**src/pkg/dram_pkg.sv**
```systemverilog
// Constants and types of the DRAM space access controller.
package dram_pkg;
  localparam logic [7:0] MEM_CTRL_OFS   = 8'h00;
  localparam logic [7:0] BUS_CTRL1_OFS  = 8'h04;
  localparam logic [7:0] BUS_CTRL3_OFS  = 8'h08;
  localparam logic [7:0] WAIT_CTRL1_OFS = 8'h0C;
  localparam logic [7:0] WAIT_CTRL2_OFS = 8'h10;
  localparam logic [7:0] STAT_OFS       = 8'h14;
  localparam int MEM_CTRL_W  = 10;
  localparam int MC_TRP      = 0;
  localparam int MC_RCD      = 1;
  localparam int MC_AMX      = 3;
  localparam int MC_MUX_RSVD = 5;
  localparam int MC_BURST    = 6;
  localparam int MC_ROW_HELD = 7;
  localparam int MC_EDO      = 8;
  localparam int MC_SZ32     = 9;
  localparam logic [9:0] MEM_CTRL_RST   = 10'h000;
  localparam logic [2:0] BUS_CTRL1_RST  = 3'h0;
  localparam logic [1:0] BUS_CTRL3_RST  = 2'h0;
  localparam logic [1:0] WAIT_CTRL1_RST = 2'h0;
  localparam logic       WAIT_CTRL2_RST = 1'b0;
  localparam logic [2:0] TYPE_DRAM = 3'h2;
  localparam logic [1:0] WAIT_EXTRA_MAX = 2'h2;
  localparam logic [1:0] RESP_OKAY   = 2'h0;
  localparam logic [1:0] RESP_SLVERR = 2'h2;
  typedef enum logic [2:0] {
    ST_IDLE, ST_PRE, ST_PRE_W, ST_ROW, ST_ROW_W, ST_DMA_W, ST_COL, ST_CAP
  } state_t;
endpackage : dram_pkg

```
**src/hw/dram_addr_mux.sv**
```systemverilog
// Row and column multiplexer for the DRAM address outputs.
`timescale 1ns/100ps
module dram_addr_mux (
  input  wire logic [24:1] addr,
  input  wire logic        row_phase,
  input  wire logic [1:0]  column_width_select,
  output logic      [24:1] mux_addr
);
  always_comb begin
    mux_addr[24:16] = addr[24:16];
    mux_addr[15:1] = addr[15:1];
    if (row_phase) begin
      unique case (column_width_select)
        2'h0: mux_addr[15:1] = addr[23:9];
        2'h1: mux_addr[15:1] = addr[24:10];
        2'h2: mux_addr[15:1] = {1'b1, addr[24:11]};
        2'h3: mux_addr[15:1] = {2'h3, addr[24:12]};
      endcase
    end
  end
endmodule : dram_addr_mux

```
**src/hw/pin_sync.sv**
```systemverilog
// Three flip-flop synchroniser that accepts a change once stages agree.
`timescale 1ns/100ps
module pin_sync (
  input  wire logic aclk,
  input  wire logic aresetn,
  input  wire logic pin,
  output logic      level
);
  typedef struct packed {
    logic s1;
    logic s2;
    logic s3;
    logic lvl;
  } sync_t;
  sync_t q;
  sync_t d;
  always_comb begin
    d = q;
    d.s1 = pin;
    d.s2 = q.s1;
    d.s3 = q.s2;
    if (q.s2 == q.s3) begin
      d.lvl = q.s3;
    end
  end
  always_ff @(posedge aclk) begin
    if (!aresetn) begin
      q <= 4'hF;
    end else begin
      q <= d;
    end
  end
  assign level = q.lvl;
endmodule : pin_sync

```
**src/hw/dram_space_access_controller.sv**
```systemverilog
// DRAM space access controller with its AXI4-Lite register slave.
//
// Local design decisions: register access over AXI4-Lite and the register addresses.
`timescale 1ns/100ps
module dram_space_access_controller (
  input  wire logic        aclk,
  input  wire logic        aresetn,
  input  wire logic [7:0]  s_axi_awaddr,
  input  wire logic        s_axi_awvalid,
  output logic             s_axi_awready,
  input  wire logic [31:0] s_axi_wdata,
  input  wire logic [3:0]  s_axi_wstrb,
  input  wire logic        s_axi_wvalid,
  output logic             s_axi_wready,
  output logic [1:0]       s_axi_bresp,
  output logic             s_axi_bvalid,
  input  wire logic        s_axi_bready,
  input  wire logic [7:0]  s_axi_araddr,
  input  wire logic        s_axi_arvalid,
  output logic             s_axi_arready,
  output logic [31:0]      s_axi_rdata,
  output logic [1:0]       s_axi_rresp,
  output logic             s_axi_rvalid,
  input  wire logic        s_axi_rready,
  input  wire logic        req_valid,
  output logic             req_ready,
  input  wire logic        req_write,
  input  wire logic        req_dma_single,
  input  wire logic [24:0] req_addr,
  input  wire logic [3:0]  req_byte_en,
  input  wire logic [31:0] req_wdata,
  output logic             done,
  output logic [31:0]      done_rdata,
  output logic [24:1]      dram_addr,
  output logic             row_strobe_n,
  output logic [3:0]       column_strobe_n,
  output logic             read_strobe_n,
  output logic             rd_wr_n,
  output logic             output_enable_n,
  output logic             dma_acknowledge_n,
  output logic             bus_start_strobe_n,
  output logic [31:0]      data_out,
  output logic             data_oe_n,
  input  wire logic [31:0] data_in,
  input  wire logic        ext_wait_n
);
  typedef struct packed {
    dram_pkg::state_t st;
    logic [1:0]       cnt;
    logic [9:0]       mem_ctrl;
    logic [2:0]       bus_ctrl1;
    logic [1:0]       bus_ctrl3;
    logic [1:0]       wait_ctrl1;
    logic             wait_ctrl2;
    logic             aw_hs;
    logic             w_hs;
    logic [7:0]       awaddr;
    logic [31:0]      wdata;
    logic [3:0]       wstrb;
    logic             bvalid;
    logic [1:0]       bresp;
    logic             rvalid;
    logic [31:0]      rdata;
    logic [1:0]       rresp;
    logic             we;
    logic             dma;
    logic [24:0]      addr;
    logic [3:0]       lanes;
    logic [31:0]      wd;
    logic             row_open;
    logic [24:9]      open_row;
    logic             ack;
    logic [31:0]      rd;
  } regs_t;

  regs_t       q;
  regs_t       d;
  logic        wait_level;
  logic        enabled;
  logic        trp;
  logic [1:0]  rcd;
  logic [1:0]  amx;
  logic        burst;
  logic        row_held;
  logic        ext_data_out_select;
  logic        sz32;
  logic [1:0]  dsww;
  logic [1:0]  w3x;
  logic        ext_wait;
  logic        take;
  logic        same;
  logic        row_phase;
  logic        ras_act;
  logic        busy;
  logic [31:0] wm;

  pin_sync u_wait_sync (
    .aclk    (aclk),
    .aresetn (aresetn),
    .pin     (ext_wait_n),
    .level   (wait_level)
  );

  dram_addr_mux u_addr_mux (
    .addr                (q.addr[24:1]),
    .row_phase           (row_phase),
    .column_width_select (amx),
    .mux_addr            (dram_addr)
  );

  assign enabled = q.bus_ctrl1 == dram_pkg::TYPE_DRAM;
  assign trp = q.mem_ctrl[dram_pkg::MC_TRP];
  assign rcd = q.mem_ctrl[dram_pkg::MC_RCD+:2];
  assign amx = q.mem_ctrl[dram_pkg::MC_AMX+:2];
  assign burst = q.mem_ctrl[dram_pkg::MC_BURST];
  assign row_held = q.mem_ctrl[dram_pkg::MC_ROW_HELD];
  assign ext_data_out_select = q.mem_ctrl[dram_pkg::MC_EDO];
  assign sz32 = q.mem_ctrl[dram_pkg::MC_SZ32];
  assign dsww = q.bus_ctrl3;
  // Field codes above the longest stretch saturate rather than wrap.
  assign w3x = (q.wait_ctrl1 > dram_pkg::WAIT_EXTRA_MAX) ?
               dram_pkg::WAIT_EXTRA_MAX : q.wait_ctrl1;
  // The mask wins over any wait field value.
  assign ext_wait = !q.wait_ctrl2 && (q.wait_ctrl1 != 2'h0)
                    && !wait_level;
  assign busy = q.st != dram_pkg::ST_IDLE;
  assign take = req_valid && req_ready;
  // Row compare covers only the bits that form the row slice.
  assign same = q.row_open && burst
                && (((req_addr[24:9] ^ q.open_row) >> amx)
                    == 16'h0000);

  function automatic logic [31:0] reg_val(input logic [7:0] a);
    reg_val = 32'h0000_0000;
    unique case (a)
      dram_pkg::MEM_CTRL_OFS:   reg_val[9:0] = q.mem_ctrl;
      dram_pkg::BUS_CTRL1_OFS:  reg_val[2:0] = q.bus_ctrl1;
      dram_pkg::BUS_CTRL3_OFS:  reg_val[1:0] = q.bus_ctrl3;
      dram_pkg::WAIT_CTRL1_OFS: reg_val[1:0] = q.wait_ctrl1;
      dram_pkg::WAIT_CTRL2_OFS: reg_val[0] = q.wait_ctrl2;
      dram_pkg::STAT_OFS: reg_val[4:0] = {ext_wait, q.row_open, q.st};
      default:            reg_val = 32'h0000_0000;
    endcase
  endfunction : reg_val

  function automatic logic mapped(input logic [7:0] a);
    mapped = (a == dram_pkg::MEM_CTRL_OFS)
             || (a == dram_pkg::BUS_CTRL1_OFS)
             || (a == dram_pkg::BUS_CTRL3_OFS)
             || (a == dram_pkg::WAIT_CTRL1_OFS)
             || (a == dram_pkg::WAIT_CTRL2_OFS)
             || (a == dram_pkg::STAT_OFS);
  endfunction : mapped

  function automatic logic [31:0] merge(input logic [31:0] old,
                                        input logic [31:0] nw,
                                        input logic [3:0]  strb);
    merge = old;
    for (int i = 0; i < 4; i++) begin
      if (strb[i]) begin
        merge[i*8+:8] = nw[i*8+:8];
      end
    end
  endfunction : merge

  // Column entry: DMA single writes first wait for the data setup.
  function automatic dram_pkg::state_t col_st(input logic dw);
    col_st = (dw && dsww != 2'h0) ? dram_pkg::ST_DMA_W
                                  : dram_pkg::ST_COL;
  endfunction : col_st

  function automatic logic [1:0] col_cnt(input logic dw);
    col_cnt = (dw && dsww != 2'h0) ? dsww - 2'h1 : w3x;
  endfunction : col_cnt

  always_comb begin
    d = q;
    d.ack = 1'b0;
    wm = merge(reg_val(q.awaddr), q.wdata, q.wstrb);
    if (s_axi_awvalid && s_axi_awready) begin
      d.aw_hs = 1'b1;
      d.awaddr = s_axi_awaddr;
    end
    if (s_axi_wvalid && s_axi_wready) begin
      d.w_hs = 1'b1;
      d.wdata = s_axi_wdata;
      d.wstrb = s_axi_wstrb;
    end
    if (q.aw_hs && q.w_hs) begin
      d.aw_hs = 1'b0;
      d.w_hs = 1'b0;
      d.bvalid = 1'b1;
      d.bresp = mapped(q.awaddr) ? dram_pkg::RESP_OKAY
                                 : dram_pkg::RESP_SLVERR;
      unique case (q.awaddr)
        dram_pkg::MEM_CTRL_OFS:   d.mem_ctrl = wm[9:0];
        dram_pkg::BUS_CTRL1_OFS:  d.bus_ctrl1 = wm[2:0];
        dram_pkg::BUS_CTRL3_OFS:  d.bus_ctrl3 = wm[1:0];
        dram_pkg::WAIT_CTRL1_OFS: d.wait_ctrl1 = wm[1:0];
        dram_pkg::WAIT_CTRL2_OFS: d.wait_ctrl2 = wm[0];
        default:            d.bvalid = 1'b1;
      endcase
    end
    if (q.bvalid && s_axi_bready) begin
      d.bvalid = 1'b0;
    end
    if (s_axi_arvalid && s_axi_arready) begin
      d.rvalid = 1'b1;
      d.rdata = reg_val(s_axi_araddr);
      d.rresp = mapped(s_axi_araddr) ? dram_pkg::RESP_OKAY
                                     : dram_pkg::RESP_SLVERR;
    end else if (q.rvalid && s_axi_rready) begin
      d.rvalid = 1'b0;
    end

    unique case (q.st)
      dram_pkg::ST_IDLE: begin
        // Only row held mode with burst on keeps a row open while the port is idle.
        if (!(row_held && burst)) begin
          d.row_open = 1'b0;
        end
      end
      dram_pkg::ST_PRE: begin
        d.st = trp ? dram_pkg::ST_PRE_W : dram_pkg::ST_ROW;
      end
      dram_pkg::ST_PRE_W: begin
        d.st = dram_pkg::ST_ROW;
      end
      dram_pkg::ST_ROW: begin
        d.open_row = q.addr[24:9];
        if (rcd != 2'h0) begin
          d.st = dram_pkg::ST_ROW_W;
          d.cnt = rcd - 2'h1;
        end else begin
          d.st = col_st(q.we && q.dma);
          d.cnt = col_cnt(q.we && q.dma);
        end
      end
      dram_pkg::ST_ROW_W: begin
        if (q.cnt != 2'h0) begin
          d.cnt = q.cnt - 2'h1;
        end else begin
          d.st = col_st(q.we && q.dma);
          d.cnt = col_cnt(q.we && q.dma);
        end
      end
      dram_pkg::ST_DMA_W: begin
        if (q.cnt != 2'h0) begin
          d.cnt = q.cnt - 2'h1;
        end else begin
          d.st = dram_pkg::ST_COL;
          d.cnt = w3x;
        end
      end
      dram_pkg::ST_COL: begin
        if (q.cnt != 2'h0) begin
          d.cnt = q.cnt - 2'h1;
        end else if (!ext_wait) begin
          d.st = dram_pkg::ST_CAP;
          d.row_open = burst;
          if (!q.we && !ext_data_out_select) begin
            d.rd = data_in;
          end
        end
      end
      dram_pkg::ST_CAP: begin
        d.ack = 1'b1;
        // EXT_DATA_OUT_SELECT data stays valid after the column strobe, so it is
        // latched one edge later for a longer access window.
        if (!q.we && ext_data_out_select) begin
          d.rd = data_in;
        end
        d.st = dram_pkg::ST_IDLE;
        if (!(row_held && burst)) begin
          d.row_open = 1'b0;
        end
      end
    endcase

    if (take) begin
      d.we = req_write;
      d.dma = req_dma_single;
      d.addr = req_addr;
      d.lanes = req_byte_en;
      d.wd = req_wdata;
      if (same) begin
        d.row_open = 1'b1;
        d.st = col_st(req_write && req_dma_single);
        d.cnt = col_cnt(req_write && req_dma_single);
      end else if (q.row_open || q.st == dram_pkg::ST_IDLE) begin
        d.row_open = 1'b0;
        d.st = dram_pkg::ST_PRE;
      end else begin
        d.st = trp ? dram_pkg::ST_PRE_W
                   : dram_pkg::ST_ROW;
      end
    end
  end

  always_ff @(posedge aclk) begin
    if (!aresetn) begin
      q <= '0;
      q.mem_ctrl <= dram_pkg::MEM_CTRL_RST;
      q.bus_ctrl1 <= dram_pkg::BUS_CTRL1_RST;
      q.bus_ctrl3 <= dram_pkg::BUS_CTRL3_RST;
      q.wait_ctrl1 <= dram_pkg::WAIT_CTRL1_RST;
      q.wait_ctrl2 <= dram_pkg::WAIT_CTRL2_RST;
    end else begin
      q <= d;
    end
  end

  assign s_axi_awready = !q.aw_hs && !q.bvalid;
  assign s_axi_wready = !q.w_hs && !q.bvalid;
  assign s_axi_bvalid = q.bvalid;
  assign s_axi_bresp = q.bresp;
  assign s_axi_arready = !q.rvalid;
  assign s_axi_rvalid = q.rvalid;
  assign s_axi_rdata = q.rdata;
  assign s_axi_rresp = q.rresp;

  // With no row left open, the capture cycle doubles as the next precharge.
  assign req_ready = enabled && (q.st == dram_pkg::ST_IDLE
                     || q.st == dram_pkg::ST_CAP);
  assign done = q.ack;
  assign done_rdata = q.rd;

  assign row_phase = q.st == dram_pkg::ST_PRE
                     || q.st == dram_pkg::ST_PRE_W
                     || q.st == dram_pkg::ST_ROW
                     || q.st == dram_pkg::ST_ROW_W;
  assign ras_act = q.st == dram_pkg::ST_ROW
                   || q.st == dram_pkg::ST_ROW_W
                   || q.st == dram_pkg::ST_DMA_W
                   || q.st == dram_pkg::ST_COL
                   || q.row_open;
  assign row_strobe_n = !ras_act;

  for (genvar i = 0; i < 4; i++) begin : g_lane
    // On a 16-bit bus the upper lanes never strobe.
    assign column_strobe_n[i] = !(q.st == dram_pkg::ST_COL && q.lanes[i]
                                  && (sz32 || i < 2));
  end

  assign read_strobe_n = !(!q.we && (q.st == dram_pkg::ST_COL
                          || (ext_data_out_select && q.st == dram_pkg::ST_CAP)));
  assign output_enable_n = !(ext_data_out_select && !q.we
                            && (q.st == dram_pkg::ST_COL
                                || q.st == dram_pkg::ST_CAP));
  assign rd_wr_n = !(q.we && busy);
  assign dma_acknowledge_n = !(q.dma && busy);
  // External wait logic must key off the DRAM strobes instead.
  assign bus_start_strobe_n = 1'b1;
  assign data_out = q.wd;
  assign data_oe_n = !(q.we && busy && q.st != dram_pkg::ST_PRE
                       && q.st != dram_pkg::ST_PRE_W);
endmodule : dram_space_access_controller

```
**config.mk**
```make
export PLATFORM = sky130hd
export DESIGN_NAME = dram_space_access_controller
export DESIGN_NICKNAME = d
export VERILOG_FILES = /design/src/pkg/dram_pkg.sv /design/src/hw/dram_addr_mux.sv /design/src/hw/pin_sync.sv /design/src/hw/dram_space_access_controller.sv
export SDC_FILE = /design/constraint.sdc
export NUM_CORES = 1
export LEC_CHECK = 0
export BUFFER_PORTS_ARGS = -buffer_cell sky130_fd_sc_hd__clkbuf_2
export CORE_MARGIN = 5
export CORE_UTILIZATION = 51
export DETAILED_ROUTE_END_ITERATION = 8
export PLACE_DENSITY = 0.9
export SYNTH_ARGS = -nofsm -noshare
export SYNTH_HDL_FRONTEND = slang
export SYNTH_HIERARCHICAL = 1
export SYNTH_SLANG_ARGS = --single-unit
```
**constraint.sdc**
```tcl
create_clock -name aclk -period 2.7 [get_ports aclk]
set_input_delay 0.405 -clock aclk [delete_from_list [all_inputs] [get_ports aclk]]
set_output_delay 0.405 -clock aclk [all_outputs]
set_load 0.01 [all_outputs]
```
==> metrics, run 1 <==
Final Hold Viols 0; pwr/cell area 532 mW/mm²; total grt overflow 0; Cell Chain, Critical Path nor2_1 -> xnor2_1 -> buf_4 -> nand2_2 -> o221ai_1 -> clkbuf_2; largest family of logic cells by synthesized area simple AND/OR/NAND/NOR gates; Clk Latency, worst-skew pair 0.43 ns; first-pass GRT wire length 34700 µm; cts-stage hold buffer count 0; Max Freq 392 MHz; Num CTS Buffers 17; Die Wd 142 µm; mapped cell area 0.00891 mm²; synth unique cells 68; Area contributors post-synth dfxtp_1, nand2_1, buf_4; initial antenna violation count 1; Area Overhead vs Synth 13.9%; Pre-antenna DRT Iters 5; Sink Count 175; worst slack at placement 0.487 ns; Post-Synth Adder-Cell Area 0.00140; Clock Tree Buf Depth 2; max-slew violation count 0; Critical Path Start Type register; Final #Nets 1344; dpl cells 1393; ys flop type dfxtp_1; share of layout cells above drive strength 1 0.266; FFs w/ async S/R, synth 0; leakage 0.00400 µW; vias in the first global route 7235; mux contribution to synthesized area 0.0724; clk slew on worst S/H paths 0.07 ns; gr usage total 0.211; Crit path arrival time 2.15 ns; CP max stage cell dfxtp_1; Root Buffer Master clkbuf_16; DP HPWL 16300 µm; maximum VDD drop 455 µV; unrepaired setup endpoints after global routing false; Starting DRT DRC Count 423; H-Tree Level Count 4; starting density of the core 0.517; Crit Path Class reg2out; IO buf count 247; Mapped Cells 1052; period utilization 0.945; Post-Syn Area per Cell 8.47 µm²; share of the synthesized area in the top cell type 0.393; CP max stage delay 0.45 ns; Crit path buffers/inverters 2; post-DR wirelength/cell 15.5 µm; Worst setup EP type output pin; relative max-transition margin 0.212; fin crit period 2.55 ns; Post-route DRC 0; Synth area leader dfxtp_1; # setup viols final 0; largest net degree at the start of global routing 54; die height 142 µm; gpl congestion 0.912; CP top delay family flip-flops; die area 0.0202 mm²; WL final 22100 µm; Layout Cells excl Fill 1425; Routed Antenna Nets 0; worst min path class in2reg; Worst-Margin Slew 1.18 ns; flops & latches, synth 175; maxcap violations 0; required time worst endpoint 2.30 ns; Synth Area in Compound Gates 0.175; most common cell after layout, fill and taps aside clkbuf_2; ANT cells 0; # IOs 298; reg-to-reg slack, setup 0.46 ns; outcome finished clean; standard-cell rows 48; total number of vias 7491; Via density 5.26; commonest non-fill, non-tap cells in the layout clkbuf_2, nand2_1, dfxtp_1; Filler cells 1479; setup tns final 0 ns; TritonCTS clock tree yes; EDFF count, synth 0; Synth Area in XOR/XNOR 0.0177; Layout Skew 0.00667 ns; Final WS setup 0.148 ns; Yosys warning total 6; Core Area 0.0172 mm²; Synth Area in Simple Gates 0.212; Seq/Total Area, Yosys 0.393; Max FO, Critical Path 13; Total Power 5400 µW
-- cells by family after synthesis --
| kind of cell | count (synthesis) |
|---|---|
| AO/OA/AOI/OAI | 212 |
| XOR/XNOR | 18 |
| adder cells (fa/ha/maj) | 1 |
| buffers and inverters | 177 |
| flip-flops | 175 |
| multiplexers | 63 |
| other | 2 |
| AND/OR/NAND/NOR | 404 |
-- area by class of cell --
class | count | area, µm² | share of cell area
inverter | 6 | 22.5 | 0.00222
tap | 225 | 282 | 0.0277
multi-input combinational | 723 | 4380 | 0.432
clock inverter | 13 | 129 | 0.0127
clock buffer | 19 | 443 | 0.0436
timing repair buffer | 264 | 1390 | 0.137
sequential | 175 | 3500 | 0.345
-- repair_timing --
item | CTS | global route
buffers inserted | 0 | 0
setup endpoints to repair | 0 | 13
gates resized for setup | 0 | 2
-- state kept, by name (all words and copies together), names as in the netlist --
name	count
q	86
data_out	32
done_rdata	32
s_axi_rdata	10
amx	2
dsww	2
u_wait_sync/d	2
burst	1
done	1
ext_data_out_select	1
s_axi_bresp	1
s_axi_bvalid	1
s_axi_rresp	1
s_axi_rvalid	1
u_wait_sync/level	1
u_wait_sync/q	1
-- layer usage --
metal,track usage,vias up,wire [µm]
li1,-,3708,-
met1,0.252,3411,9140
met2,0.367,327,10500
met3,0.0491,43,1830
met4,0.0823,2,632
met5,0,-,11
-- power breakdown --
| part | switching [µW] | total, µW | internal (µW) |
|---|---|---|---|
| Sequential | 42.0 | 2660 | 2610 |
| Clock | 1080 | 2390 | 1320 |
| Combinational | 194 | 356 | 162 |
| Total | 1310 | 5400 | 4090 |
-- through the flow --
| step | instance area (µm²) | utilization | hold WS (ns) |
|---|---|---|---|
| after floorplan | 9000 | - | 0.386 |
| after global placement | 9580 | 0.556 | 0.403 |
| after detailed placement | 9580 | 0.556 | 0.401 |
| after CTS | 10100 | 0.589 | 0.170 |
| after global routing | 10200 | 0.589 | 0.167 |
| final | 10200 | 0.589 | 0.184 |
-- synthesized netlist by cell type, drive strengths merged, types with 6 or more instances --
library cell	instances
o21ai	17
nand2b	26
mux2i	54
nor2b	48
nor2	29
a21boi	110
mux2	9
nand2	240
a22oi	10
nand3	16
buf	140
inv	6
clkbuf	31
xor2	15
dfxtp	175
nor4	7
nor3	6
a31oi	6
a21oi	18
o221ai	14
-- worst reg2reg max path: stages (launching register included) --
cell and delay [ns]:
dfxtp_1 0.52, nand4b_1 0.26, o2bb2ai_4 0.97, mux2i_1 0.32
nor2b_1 0.06
-- worst paths after layout --
check / start / endpoint / depth (start not counted)
setup reg to reg: q[219] / done_rdata[24] / 4
hold / removal: ext_wait_n / u_wait_sync/d[2] / 2
setup / recovery: q[218] / dram_addr[1] / 6
hold reg to reg: u_wait_sync/d[2] / u_wait_sync/d[1] / 1
No activity file was read; power rests on OpenSTA's default activity.
==> inputs of run 2 (changes only) <==
==> constraint.sdc (replaced) <==
create_clock -name aclk -period 2.7 [get_ports aclk]
set_input_delay 0.54 -clock aclk [delete_from_list [all_inputs] [get_ports aclk]]
set_output_delay 0.54 -clock aclk [all_outputs]
set_load 0.01 [all_outputs]
==> metrics, run 2 (synthesized netlist as in run 1, its figures left out) <==
Filler cells 1508 (was 1479); H-Tree Level Count 4 (unchanged); outcome finished clean (unchanged); busiest grt layer met2 (unchanged); GR Util met3 0.0507 (was 0.0491); share of layout cells above drive strength 1 0.266 (about the same); max-slew violation count 0 (unchanged); maximum VDD drop 439 µV (was 455 µV); commonest non-fill, non-tap cells in the layout clkbuf_2, nand2_1, dfxtp_1 (unchanged); unrepaired setup endpoints after global routing false (unchanged); Starting DRT DRC Count 435 (was 423); die height 142 µm (unchanged); cts repair resizes 0 (unchanged); die area 0.0202 mm² (unchanged); Net Switching 1260 µW (was 1310 µW); P_int 4080 µW (was 4090 µW); maxcap violations 0 (unchanged); total number of vias 7575 (was 7491); CP max stage delay 0.68 ns (was 0.45 ns); post-route cell area 0.0102 mm² (about the same); Reg area 0.00350 mm² (unchanged); DP HPWL 16300 µm (about the same); starting density of the core 0.517 (unchanged); Logic pwr share 0.066 (about the same); TritonCTS clock tree yes (unchanged); gpl congestion 0.922 (was 0.912); Worst setup EP type output pin (unchanged); dpl cells 1394 (was 1393); Pre-antenna DRT Iters 5 (unchanged); period utilization 0.953 (was 0.945); initial antenna violation count 0 (was 1); placed instance area 0.00959 mm² (was 0.00958 mm²); Cell Chain, Critical Path buf_4 -> mux2i_1 -> o221ai_1 -> clkbuf_2 (was nor2_1 -> xnor2_1 -> buf_4 -> nand2_2 -> o221ai_1 -> clkbuf_2); met1 Resource Use GR 0.266 (was 0.252); Sink Count 175 (unchanged); Layout Cells excl Fill 1426 (was 1425); Root Buffer Master clkbuf_16 (unchanged); setup bufs post-CTS 0 (unchanged); fin util 0.589 (about the same); Biggest register q (unchanged); cts-stage hold buffer count 0 (unchanged); Final Hold Viols 0 (unchanged); Crit Path Class reg2out (unchanged); Via density 5.31 (was 5.26); Layout Skew 0.00894 ns (was 0.00667 ns); fin crit period 2.57 ns (was 2.55 ns); Crit path arrival time 2.03 ns (was 2.15 ns); Routed Antenna Nets 0 (unchanged); most common cell after layout, fill and taps aside clkbuf_2 (unchanged); required time worst endpoint 2.16 ns (was 2.30 ns); setup tns final 0 ns (unchanged); Clock Tree Buf Depth 2 (unchanged); Sw Ratio 0.237 (was 0.243); grt met2 use 0.353 (was 0.367); Area Overhead vs Synth 13.9% (about the same); Worst-Margin Slew 0.689 ns (was 1.18 ns); leakage 0.00400 µW (about the same); vias in the first global route 7370 (was 7235); Num CTS Buffers 17 (unchanged); clock share of power 0.436 (was 0.443); gr usage total 0.213 (was 0.211); # setup viols final 0 (unchanged); Clk Latency, worst-skew pair 0.42 ns (was 0.43 ns); ANT cells 0 (unchanged); CP top delay family flip-flops (unchanged); first-pass GRT wire length 35500 µm (was 34700 µm); area of the multi-input gates 0.00439 mm² (was 0.00438 mm²); max reg flops 86 (unchanged); standard-cell rows 48 (unchanged); # IOs 298 (unchanged); Seq pwr share 0.497 (was 0.492); post-DR wirelength/cell 15.6 µm (was 15.5 µm); largest net degree at the start of global routing 64 (was 54); Post-route DRC 0 (unchanged); Final #Nets 1345 (was 1344); Core Area 0.0172 mm² (unchanged); clk slew on worst S/H paths 0.06 ns (was 0.07 ns); Die Wd 142 µm (unchanged); relative max-transition margin 0.541 (was 0.212); pwr/cell area 526 mW/mm² (was 532 mW/mm²); Critical Path Start Type register (unchanged); IO buf count 247 (unchanged); Max FO, Critical Path 11 (was 13); worst min path class in2reg (unchanged); Max Freq 388 MHz (was 392 MHz); CP max stage cell dfxtp_1 (unchanged); WL final 22200 µm (was 22100 µm); Crit path buffers/inverters 2 (unchanged); total grt overflow 0 (unchanged)
## run 2: per-layer routing
metal,routed length [µm],vias up
li1,-,3720
met1,8990,3485
met2,10800,314
met3,1770,56
met4,677,0
met5,0,-
## run 2: worst paths after layout
check | start | endpoint | slack [ns] | cells after the start
setup / recovery | amx[1] | dram_addr[7] | 0.13 | 4
hold / removal | ext_wait_n | u_wait_sync/d[2] | 0.32 | 2
setup reg to reg | dsww[0] | q[215] | 0.51 | 7
hold reg to reg | u_wait_sync/d[2] | u_wait_sync/d[1] | 0.44 | 1
## run 2: per-stage QoR
step | power (µW) | setup slack (ns) | hold slack, ns
2_1_floorplan | 2940 | 0.406 | 0.386
3_3_place_gp | 3050 | 0.572 | 0.398
3_5_place_dp | 3060 | 0.552 | 0.413
4_1_cts | 5390 | 0.0776 | 0.298
5_1_grt | 5540 | 0.0208 | 0.296
6_report | 5340 | 0.126 | 0.322
## run 2: final cells by class
type / instances / area share
tap: 225 / 0.0277
sequential: 175 / 0.345
timing repair buffer: 265 / 0.138
clock inverter: 12 / 0.0110
multi-input combinational: 723 / 0.432
clock buffer: 20 / 0.0440
inverter: 6 / 0.00222
## run 2: power groups by stage
stage	Sequential (µW)	Combinational [µW]	Clock (µW)
2_1_floorplan	2690	241	0
3_3_place_gp	2710	342	0
3_5_place_dp	2710	350	0
4_1_cts	2650	355	2380
5_1_grt	2660	392	2490
6_report	2660	354	2330
==> inputs of run 3 (changes only) <==
- SYNTH_HIERARCHICAL: 1 -> not set
==> metrics, run 3 <==
Die Wd 140 µm (was 142 µm); leakage 0.00425 µW (was 0.00400 µW); Core Area 0.0166 mm² (was 0.0172 mm²); Post-route DRC 0 (unchanged); die area 0.0196 mm² (was 0.0202 mm²); Routed Antenna Nets 0 (unchanged); WL final 22900 µm (was 22200 µm); setup bufs post-CTS 0 (unchanged); commonest non-fill, non-tap cells in the layout nand2_1, clkbuf_2, dfxtp_1 (was clkbuf_2, nand2_1, dfxtp_1); EDFF count, synth 0 (unchanged); maximum VDD drop 456 µV (was 439 µV); critical path depth 4 (unchanged); Crit path buffers/inverters 2 (unchanged); starting density of the core 0.520 (was 0.517); standard-cell rows 47 (was 48); pwr/cell area 580 mW/mm² (was 526 mW/mm²); ANT cells 0 (unchanged); H-Tree Level Count 4 (unchanged); Final WS setup 0.107 ns (was 0.126 ns); P_int 4240 µW (was 4080 µW); Worst-Margin Slew 0.818 ns (was 0.689 ns); Crit Path Class reg2out (unchanged); most frequent cell after synthesis nand2_1 (unchanged); mapped cell area 0.00862 mm² (was 0.00891 mm²); ys flop type dfxtp_1 (unchanged); Post-Syn Area per Cell 8.14 µm² (was 8.47 µm²); fin util 0.600 (was 0.589); Max FO, Critical Path 21 (was 11); first-pass GRT wire length 36600 µm (was 35500 µm); Clk Latency, worst-skew pair 0.43 ns (was 0.42 ns); Synth area leader dfxtp_1 (unchanged); worst slack at placement 0.424 ns (was 0.552 ns); Area Overhead vs Synth 15.4% (was 13.9%); IO buf count 247 (unchanged); total grt overflow 0 (unchanged); Worst setup EP type output pin (unchanged); post-DR wirelength/cell 16.0 µm (was 15.6 µm); max reg flops 86 (unchanged); gpl congestion 0.946 (was 0.922); Total Power 5760 µW (was 5340 µW); Yosys warning total 0 (was 6); Crit path arrival time 2.05 ns (was 2.03 ns); gr usage total 0.227 (was 0.213); Final #Nets 1352 (was 1345); CP max stage cell mux4_2 (was dfxtp_1); Via density 5.41 (was 5.31); Area contributors post-synth dfxtp_1, nand2_1, buf_4 (unchanged); cts repair resizes 0 (unchanged); vias in the first global route 7294 (was 7370); period utilization 0.960 (was 0.953); R2R depth 5 (was 7); maxcap violations 0 (unchanged); Starting DRT DRC Count 642 (was 435); max-slew violation count 0 (unchanged); Net Switching 1530 µW (was 1260 µW); Biggest register q (unchanged); share of the synthesized area in the top cell type 0.406 (was 0.393); Max Freq 386 MHz (was 388 MHz); Root Buffer Master clkbuf_16 (unchanged); DP HPWL 17000 µm (was 16300 µm); Num CTS Buffers 17 (unchanged); Sw Ratio 0.265 (was 0.237); worst min path class in2reg (unchanged); Layout Skew 0.0142 ns (was 0.00894 ns); # setup viols final 0 (unchanged); Pre-antenna DRT Iters 5 (unchanged); Seq/Total Area, Yosys 0.406 (was 0.393); setup tns final 0 ns (unchanged); Seq pwr share 0.467 (was 0.497); Cell Chain, Critical Path buf_12 -> mux4_2 -> mux2_2 -> clkbuf_2 (was buf_4 -> mux2i_1 -> o221ai_1 -> clkbuf_2); Mapped Cells 1059 (was 1052); unrepaired setup endpoints after global routing false (unchanged); clock share of power 0.412 (was 0.436); initial antenna violation count 0 (unchanged); # IOs 298 (unchanged); Logic pwr share 0.121 (was 0.066); synth unique cells 58 (was 68); largest net degree at the start of global routing 58 (was 64); fin crit period 2.59 ns (was 2.57 ns); cts-stage hold buffer count 0 (unchanged); Hold Crit Depth 2 (unchanged); die height 140 µm (was 142 µm); Critical Path Start Type register (unchanged); outcome finished clean (unchanged); Final Hold Viols 0 (unchanged); flops & latches, synth 175 (unchanged); relative max-transition margin 0.454 (was 0.541); total number of vias 7722 (was 7575); Sink Count 175 (unchanged); clk slew on worst S/H paths 0.07 ns (was 0.06 ns); Commonest cells post-synth nand2_1, dfxtp_1, a21oi_1 (was nand2_1, dfxtp_1, buf_4); share of layout cells above drive strength 1 0.283 (was 0.266); CP top delay family multiplexers (was flip-flops); most common cell after layout, fill and taps aside nand2_1 (was clkbuf_2); CP max stage delay 0.52 ns (was 0.68 ns); TritonCTS clock tree yes (unchanged); required time worst endpoint 2.16 ns (about the same); FFs w/ async S/R, synth 0 (unchanged); Clock Tree Buf Depth 2 (unchanged)
[run 3: cell count changes after synthesis, sizes merged, moves of 11 or more]
cell,before,now
nor2,29,67
xnor2,3,16
a21oi,18,128
mux2,9,20
nand2b,26,8
o221ai,14,1
mux2i,54,43
a21boi,110,0
nor2b,48,5
xor2,15,0
mux4,0,11
[run 3: power by group through the flow]
stage,registers (µW),logic (µW),clock network [µW]
after floorplan,2720,478,0
after global placement,2740,668,0
after detailed placement,2750,682,0
after CTS,2690,686,2420
after global routing,2700,756,2560
final,2690,695,2380
[run 3: area by class of cell]
type,count,area [µm²]
clock buffer,19,443
tap,220,275
clock inverter,13,128
inverter,13,51.3
multi-input combinational,720,4100
sequential,175,3500
timing repair buffer,268,1440
fill,1412,6640
[run 3: layer usage]
layer,track usage,part of all wire,vias up
li1,-,-,3733
met3,0.0494,0.071,70
met1,0.276,0.41,3545
met4,0.102,0.035,0
met2,0.385,0.49,374
met5,0,0,-
[run 3: cells by family (layout without fill, tap and decap cells)]
family	after synthesis	in the layout	share of synthesized area
XOR/XNOR	16	16	0.0163
multiplexers	74	74	0.105
flip-flops	175	175	0.406
adder cells (fa/ha/maj)	1	1	0.00145
other	2	25	0.000871
AND/OR/NAND/NOR	396	396	0.199
buffers and inverters	187	313	0.132
AO/OA/AOI/OAI	208	208	0.140
[run 3: worst reg2reg max path, stage by stage, from the launching register on]
cell,delay [ns]
dfxtp_1,0.31
or4_4,0.57
or2_0,0.33
a221o_1,0.43
a31oi_2,0.29
o22ai_1,0.14
[run 3: final timing paths]
kind	slack [ns]	endpoint	start
setup / recovery	0.11	dram_addr[2]	amx[0]
hold / removal	0.30	u_wait_sync.d[2]	ext_wait_n
setup reg to reg	0.50	q[205]	q[188]
hold reg to reg	0.41	u_wait_sync.d[1]	u_wait_sync.d[2]
[run 3: metrics by stage]
stage	cell area [µm²]	hold slack [ns]	std cells
4_1_cts	9940	0.279	1428
2_1_floorplan	8710	0.386	1082
3_3_place_gp	9370	0.394	1396
3_5_place_dp	9370	0.396	1396
6_report	9940	0.296	1428
5_1_grt	9940	0.273	1428
